[src/rtl/bbf_pkg.sv]
package bbf_pkg;

  // ----------------------------------------------------------------
  // Command codes
  // ----------------------------------------------------------------
  localparam logic [7:0] CMD_ERASE_SETUP = 8'h20;
  localparam logic [7:0] CMD_ERASE_CONFIRM = 8'hd0;
  localparam logic [7:0] CMD_WRITE_SETUP = 8'h40;
  localparam logic [7:0] CMD_WRITE_SETUP_ALT = 8'h10;
  localparam logic [7:0] CMD_READ_ARRAY = 8'hff;
  localparam logic [7:0] CMD_IDENTIFY = 8'h90;

  // ----------------------------------------------------------------
  // Widths and bus timing
  // ----------------------------------------------------------------
  localparam int ADDR_W = 17;
  localparam int DATA_W = 16;
  localparam int CLK_PERIOD_NS = 100;
  localparam int WE_PULSE_NS = 200;
  localparam int READ_ACCESS_NS = 300;
  localparam int WE_PULSE_CYC = (WE_PULSE_NS + CLK_PERIOD_NS - 1) / CLK_PERIOD_NS;
  localparam int READ_ACCESS_CYC = (READ_ACCESS_NS + CLK_PERIOD_NS - 1) / CLK_PERIOD_NS;
  localparam int CNT_W = 4;

  typedef enum logic [2:0] {
    BBF_OP_READ,
    BBF_OP_PROGRAM,
    BBF_OP_ERASE,
    BBF_OP_READ_ARRAY,
    BBF_OP_IDENTIFY,
    BBF_OP_READ_ID
  } bbf_op_t;

  typedef struct packed {
    bbf_op_t op;
    logic boot_block;
    logic byte_mode;
    logic [ADDR_W-1:0] addr;
    logic addr_lsb;
    logic [DATA_W-1:0] data;
  } bbf_req_t;

  typedef struct packed {
    logic ce_n;
    logic oe_n;
    logic we_n;
    logic wp;
    logic byte_n;
    logic unlock_hv;
    logic id_hv_a9;
    logic [ADDR_W-1:0] addr;
  } bbf_pins_t;

endpackage

[src/rtl/bbf_host.sv]
// Functional notes
// Erase sends setup code then confirm code, back to back.
// Program sends a write setup then the address and data cycle.
// Read-array command issued after program or erase before array reads.
// Boot block writes raise write-protect high or the unlock voltage.
// Other blocks are written with reset pin normally high.
// Identification reads use address bit 0 and high voltage on A9.
// Word-mode identification reads return the upper byte too.
// Identify command offered as alternative to A9 high voltage.
// Byte mode puts the address lsb on data line 15.
// Device algorithms run alone; host only issues commands.
// Erase targets one block only.
// Read samples data while write enable high, chip and output enables low.
// Device reset pin held low during host reset.
// Byte mode leaves data lines 8 to 14 undriven.
// Chip enable high between cycles keeps the device in standby; host holds it low through the gap between program or erase cycles.
module bbf_host (
  ref_clk,
  reset_n,
  clk_en,
  req_valid,
  req_ready,
  req,
  rsp_valid,
  rsp_data,
  pins,
  reset_powerdown_n,
  dq_in,
  dq_out,
  dq_oe
);
  import bbf_pkg::*;
  input wire logic ref_clk;
  input wire logic reset_n;
  input wire logic clk_en;
  input wire logic req_valid;
  output logic req_ready;
  input wire bbf_pkg::bbf_req_t req;
  output logic rsp_valid;
  output logic [bbf_pkg::DATA_W-1:0] rsp_data;
  output bbf_pkg::bbf_pins_t pins;
  output logic reset_powerdown_n;
  input wire logic [bbf_pkg::DATA_W-1:0] dq_in;
  output logic [bbf_pkg::DATA_W-1:0] dq_out;
  output logic [bbf_pkg::DATA_W-1:0] dq_oe;

  typedef enum logic [2:0] {
    S_IDLE,
    S_WR_PULSE,
    S_WR_GAP,
    S_RD_WAIT,
    S_DONE
  } bbf_state_t;

  bbf_state_t state_q;
  bbf_req_t req_q;
  logic phase_q;
  logic [CNT_W-1:0] cnt_q;
  logic [DATA_W-1:0] dq_s1_q;
  logic [DATA_W-1:0] dq_s2_q;
  logic [DATA_W-1:0] rsp_data_q;
  logic rsp_valid_q;
  logic rst_pin_q;

  // ----------------------------------------------------------------
  // Cycle decode
  // ----------------------------------------------------------------
  function automatic logic two_cycle(input bbf_op_t op);
    two_cycle = (op == BBF_OP_PROGRAM) || (op == BBF_OP_ERASE);
  endfunction

  function automatic logic is_read(input bbf_op_t op);
    is_read = (op == BBF_OP_READ) || (op == BBF_OP_READ_ID);
  endfunction

  wire logic idle = (state_q == S_IDLE);
  wire logic writing = (state_q == S_WR_PULSE) || (state_q == S_WR_GAP);
  wire logic reading = (state_q == S_RD_WAIT);
  wire logic byte_m = req_q.byte_mode;
  wire logic second = phase_q;
  logic [7:0] cmd_byte;
  // command byte choice
  assign cmd_byte = (req_q.op == BBF_OP_ERASE) ? (second ? CMD_ERASE_CONFIRM : CMD_ERASE_SETUP) :
                    (req_q.op == BBF_OP_PROGRAM) ? CMD_WRITE_SETUP :
                    (req_q.op == BBF_OP_IDENTIFY) ? CMD_IDENTIFY : CMD_READ_ARRAY;
  wire logic data_cycle = second && (req_q.op == BBF_OP_PROGRAM);
  logic [DATA_W-1:0] wr_word;
  // byte mode uses low byte and line 15 as address
  assign wr_word = data_cycle ? (byte_m ? {req_q.addr_lsb, 7'h00, req_q.data[7:0]} : req_q.data) :
                   {byte_m ? req_q.addr_lsb : 1'b0, 7'h00, cmd_byte};
  // Word-mode command cycles leave the upper byte undriven
  wire logic [DATA_W-1:0] oe_mask = byte_m ? 16'h80ff : (data_cycle ? 16'hffff : 16'h00ff);
  // read address lsb rides on line 15 in byte mode
  wire logic [DATA_W-1:0] rd_oe_mask = byte_m ? 16'h8000 : 16'h0000;
  // protection unlock only for boot block program or erase
  wire logic boot_unlock = req_q.boot_block && two_cycle(req_q.op) && !idle;
  wire logic pulse = (state_q == S_WR_PULSE);
  wire logic take = req_valid && req_ready;
  wire logic rd_req = is_read(req.op);
  wire logic cnt_last = (cnt_q <= CNT_W'(1));
  wire logic [CNT_W-1:0] cnt_next = cnt_q - CNT_W'(1);
  // Read wait loads READ_ACCESS_CYC alone; both synchroniser stages fall inside it, adding no latency
  wire logic [CNT_W-1:0] cnt_load = CNT_W'(rd_req ? READ_ACCESS_CYC : WE_PULSE_CYC);
  // word mode keeps upper byte; byte mode masks it
  wire logic [DATA_W-1:0] rd_word = byte_m ? {8'h00, dq_s2_q[7:0]} : dq_s2_q;

  // ----------------------------------------------------------------
  // Pin drive
  // ----------------------------------------------------------------
  // chip enable high outside cycles keeps device in standby
  // Chip enable spans the gap so write enable always rises first
  assign pins.ce_n = !(writing || reading);
  // output enable only when write enable is high
  assign pins.oe_n = !reading;
  assign pins.we_n = !pulse;
  // write-protect high for boot block
  assign pins.wp = boot_unlock;
  // Unlock voltage is never raised; boot access relies on write-protect
  assign pins.unlock_hv = 1'b0;
  assign pins.byte_n = !byte_m;
  // high voltage on A9 for direct identification reads
  assign pins.id_hv_a9 = reading && (req_q.op == BBF_OP_READ_ID);
  assign pins.addr = req_q.addr;
  assign dq_out = wr_word;
  assign dq_oe = writing ? oe_mask : (reading ? rd_oe_mask : 16'h0000);
  // reset pin held low during host reset
  assign reset_powerdown_n = rst_pin_q;
  // Ready waits for the reset pin to rise so the device is awake
  assign req_ready = idle && rst_pin_q;
  assign rsp_valid = rsp_valid_q;
  assign rsp_data = rsp_data_q;

  // ----------------------------------------------------------------
  // Sequencer
  // ----------------------------------------------------------------
  always_ff @(posedge ref_clk or negedge reset_n)
  begin
    if (!reset_n)
    begin
      rst_pin_q <= 1'b0;
      state_q <= S_IDLE;
      phase_q <= 1'b0;
      cnt_q <= '0;
      req_q <= '0;
      rsp_valid_q <= 1'b0;
      rsp_data_q <= '0;
    end
    else if (clk_en)
    begin
      rst_pin_q <= 1'b1;
      rsp_valid_q <= 1'b0;
      case (state_q)
        S_IDLE:
        begin
          if (take)
          begin
            req_q <= req;
            phase_q <= 1'b0;
            cnt_q <= cnt_load;
            state_q <= rd_req ? S_RD_WAIT : S_WR_PULSE;
          end
        end
        S_WR_PULSE:
        begin
          if (!cnt_last)
            cnt_q <= cnt_next;
          else
            state_q <= S_WR_GAP;
        end
        S_WR_GAP:
        begin
          // second cycle follows setup with nothing between
          if (two_cycle(req_q.op) && !phase_q)
          begin
            phase_q <= 1'b1;
            cnt_q <= CNT_W'(WE_PULSE_CYC);
            state_q <= S_WR_PULSE;
          end
          // device runs the algorithm; host is done
          else
            state_q <= S_DONE;
        end
        S_RD_WAIT:
        begin
          if (!cnt_last)
            cnt_q <= cnt_next;
          else
          begin
            rsp_data_q <= rd_word;
            state_q <= S_DONE;
          end
        end
        S_DONE:
        begin
          // One-cycle response pulse; ready returns in the same cycle
          rsp_valid_q <= 1'b1;
          state_q <= S_IDLE;
        end
        default:
          state_q <= S_IDLE;
      endcase
    end
  end

  // ----------------------------------------------------------------
  // Read capture
  // ----------------------------------------------------------------
  // Data pins come from the device, so two stages before use
  always_ff @(posedge ref_clk or negedge reset_n)
  begin
    if (!reset_n)
    begin
      dq_s1_q <= '0;
      dq_s2_q <= '0;
    end
    else if (clk_en)
    begin
      dq_s1_q <= dq_in;
      dq_s2_q <= dq_s1_q;
    end
  end

endmodule

[config.mk]
export PLATFORM = sky130hd
export DESIGN_NAME = bbf_host
export DESIGN_NICKNAME = d
export VERILOG_FILES = /design/src/rtl/bbf_pkg.sv /design/src/rtl/bbf_host.sv
export SDC_FILE = /design/constraint.sdc
export NUM_CORES = 1
export LEC_CHECK = 0
export BUFFER_PORTS_ARGS = -buffer_cell sky130_fd_sc_hd__buf_2
export CAP_MARGIN = 20
export CORE_MARGIN = 8
export CORE_UTILIZATION = 25
export DETAILED_ROUTE_END_ITERATION = 10
export PLACE_DENSITY = 0.51
export SYNTH_ARGS = -nofsm -noshare
export SYNTH_HDL_FRONTEND = slang
export SYNTH_SLANG_ARGS = --single-unit
export TNS_END_PERCENT = 100
[constraint.sdc]
create_clock -name ref_clk -period 2.4 [get_ports ref_clk]
set_clock_uncertainty 0.2 [all_clocks]
set_input_delay 0.6 -clock ref_clk [delete_from_list [all_inputs] [get_ports ref_clk]]
set_output_delay 0.6 -clock ref_clk [all_outputs]
set_load 0.05 [all_outputs]
==> flow_metrics.env <==
export IMPL_outcome="finished, violations left"
export IMPL_failed_checks="setup timing"
export IMPL_fp_dieH_um=149.7
export IMPL_gp_congestion=0.7667
export IMPL_drt_iter0_markers=74
export IMPL_cts_buffers=9
export IMPL_setup_slack_ns=-0.1175
export IMPL_yosysSeqAreaShare_pct=54.30
export IMPL_synth_ff_type="dfrtp_1"
export IMPL_synth_cell_types=44
export IMPL_yosys_warnings=0
export IMPL_synth_edf_count=0
export IMPL_grt_overflow=0
export IMPL_chipWidth_um=149.7
export IMPL_slowest_delay_ns=0.43
export IMPL_path_max_fanout=7
export IMPL_ff2ff_setup_slack_ns=0.31
export IMPL_place_hpwl_um=8266
export IMPL_rsz0062_at_grt="yes"
export IMPL_reg2reg_depth=5
export IMPL_netlist_instances=358
export IMPL_syn_to_final_growth_pct=32.58
export IMPL_period_share_pct=104.9
export IMPL_p_int_uw=4585
export IMPL_die_area_sq_mm=0.02242
export IMPL_antenna_found_initial=0
export IMPL_clock_power_share_pct=15.4
export IMPL_min_period_ns=2.517
export IMPL_critPathCapture="dq_oe[11]"
export IMPL_synth_seq_cells=97
export IMPL_start_kind="flip-flop"
export IMPL_final_nets=537
export IMPL_path_cells="nand3b_1 -> nor3_2 -> buf_4 -> and2_4 -> buf_8"
export IMPL_power_density_mw_per_mm2=1506
export IMPL_startpoint="req_q[37]$_DFFE_PN0P_"
export IMPL_crit_slowest_cell="dfrtp_2"
export IMPL_leakage_uw=0.002799
export IMPL_irDropWorstVdd_mv=1.309
export IMPL_final_cell_mix="97 x buf_2, 92 x dfrtp_1, 85 x mux2_2, 25 x buf_4"
export IMPL_endpoint_kind="output port"
export IMPL_syn_nets=419
export IMPL_core_area_sq_mm=0.01778
export IMPL_start_util_pct=25.14
export IMPL_tns_ns=-1.687
export IMPL_num_io_pins=134
export IMPL_avgSynthCellArea_sq_um=12.49
export IMPL_n_fill_cell=1780
export IMPL_dr_pass1_iters=4
export IMPL_drive_gt1_share_pct=60.00
export IMPL_wl_per_cell_um=15.68
export IMPL_max_freq_mhz=397.2
export IMPL_grt_pass1_vias=3301
export IMPL_htreeDepth=3
export IMPL_mostFrequentLayoutCell="buf_2"
export IMPL_antenna_cells=0
export IMPL_netlist_area_sq_mm=0.004471
export IMPL_portBuffers=132
export IMPL_tritoncts="yes"
export IMPL_clockRootBuffer="clkbuf_16"
export IMPL_drtAntennaViolNets=0
export IMPL_maxSlewViolCount=0
export IMPL_cts_buffer_depth=2
export IMPL_num_vias=3023
export IMPL_async_reset_ff_share_pct=100.0
export IMPL_worstPathRequired_ns=1.60
export IMPL_clk_pin_slew_worst_paths_ns=0.07
export IMPL_via_per_inst=4.264
export IMPL_maxCapViolCount=0
export IMPL_drc=0
export IMPL_p_comb_share_pct=55.8
export IMPL_setup_viol=25
export IMPL_hold_viol_final=0
export IMPL_crit_type="flip-flop to output port"
export IMPL_num_rows=49
export IMPL_grt_usage_pct=9.930
export IMPL_p_sw_uw=4343
export IMPL_hold_path_class="input pin to flip-flop"
export IMPL_wirelength_um=11120
export IMPL_grt_max_degree=36
export IMPL_holdWs_ns=0.2852
export IMPL_cts_sinks=97
export IMPL_grt_pass1_wl_um=17340
export IMPL_pwr_share_seq_pct=28.8
export IMPL_clock_latency_ns=0.34
export IMPL_timing_rr_end="cnt_q[0]$_DFFE_PN0P_"
export IMPL_timing_rr_start="req_q[38]$_DFFE_PN0P_"
export IMPL_arrival_ns=1.72
export IMPL_p_sw_share_pct=48.65
==> state kept, by name, indices dropped and copies added, names as in the netlist <==
name               cells
rsp_valid              1
cnt_q                  4
pins                  17
state_q                3
byte_m                 1
reset_powerdown_n      1
dq_s1_q               16
dq_s2_q               16
rsp_data              16
req_q                 21
phase_q                1
==> critical path, delay by kind of cell (launching register included) <==
kind | cells | cell delay (ns)
DFF | 1 | 0.43
and+or+nand+nor | 3 | 0.62
buffers and inverters | 2 | 0.33
==> Yosys cell counts, types with 5 or more instances <==
cell type  count  area, sq um
a21oi_1       11        55.05
and2_1        10        62.56
buf_2          6        30.03
buf_4         38        285.3
dfrtp_1       97         2427
inv_1         10        37.54
mux2_2        85        957.2
nand2_1       15        56.30
nand3_1        5        25.02
nor2_1        16        60.06
nor2b_1        9        56.30
o21ai_0        9        45.04
==> how the worst min path moves through the flow <==
stage	from	end	slack [ns]	depth (start not counted)
finish	req[28]	pins[11]$_DFFE_PN0P_	0.29	2
CTS	req[24]	pins[7]$_DFFE_PN0P_	0.26	2
global placement	dq_s2_q[15]$_DFFE_PN0P_	dq_s2_q[15]$_DFFE_PN0P_	0.28	1
floorplan	reset_n	byte_m$_DFFE_PN0P_	0.10	0
global route	req[32]	pins[15]$_DFFE_PN0P_	0.26	2
detailed placement	req_q[8]$_DFFE_PN0P_	req_q[8]$_DFFE_PN0P_	0.29	1
==> power by group through the flow <==
stage	registers, uW	logic, uW	clock network (uW)
floorplan	2820	3540	0
global placement	2560	4480	0
detailed placement	2590	4540	0
CTS	2560	4840	1450
global route	2660	5240	1520
finish	2570	4980	1370
==> kinds of logic (layout without fill, tap and decap cells) <==
family | Yosys count | after routing | synth area share, %
muxes | 87 | 87 | 22.08
DFF | 97 | 97 | 54.30
AOI/OAI and AO/OA | 34 | 34 | 5.010
xor gates and xnor gates | 3 | 3 | 0.7558
buffers and inverters | 59 | 181 | 8.312
and+or+nand+nor | 75 | 75 | 8.900
other | 1 | 1 | 0.08388
adders and majority gates | 2 | 2 | 0.5597
==> metrics by stage <==
step | setup WS (ns) | area, sq um | utilization (%) | std cells | total power [uW]
after detailed placement | 0.1262 | 5254 | 29.55 | 685 | 7126
after global routing | -0.2207 | 5927 | 33.34 | 709 | 9426
after floorplan | -0.2727 | 4481 | - | 358 | 6360
after global placement | 0.1218 | 5254 | 29.55 | 685 | 7040
final | -0.1175 | 5927 | 33.34 | 709 | 8928
after CTS | -0.1692 | 5819 | 32.73 | 707 | 8852
==> area by class of cell <==
type	count	area, sq um	area share, %
clock buffers	10	239.0	4.032
inverters	10	37.54	0.6333
repair buffers	156	1121	18.92
multi-input cells	202	1769	29.85
well taps	229	286.5	4.834
clock inverters	5	40.04	0.6755
flip-flops and latches	97	2434	41.06
==> repair_timing <==
| action | CTS | global route |
|---|---|---|
| endpoints found under the setup margin | 34 | 36 |
| pin swaps | 2 | 5 |
| buffers inserted | 6 | 2 |
| gates resized for setup | 72 | 22 |
| cloned | 0 | 0 |
| hold buffers | 1 | 0 |
| endpoints found under the hold margin | 4 | 0 |
==> routing by layer <==
layer,vias to the layer above,wire length (um),global-route usage (%)
li1,1425,-,-
met1,1492,4801,11.96
met2,95,5238,15.88
met3,11,927,3.840
met4,0,151,3.498
met5,-,0,0
Note: power is estimated with default switching activity, not from simulation.
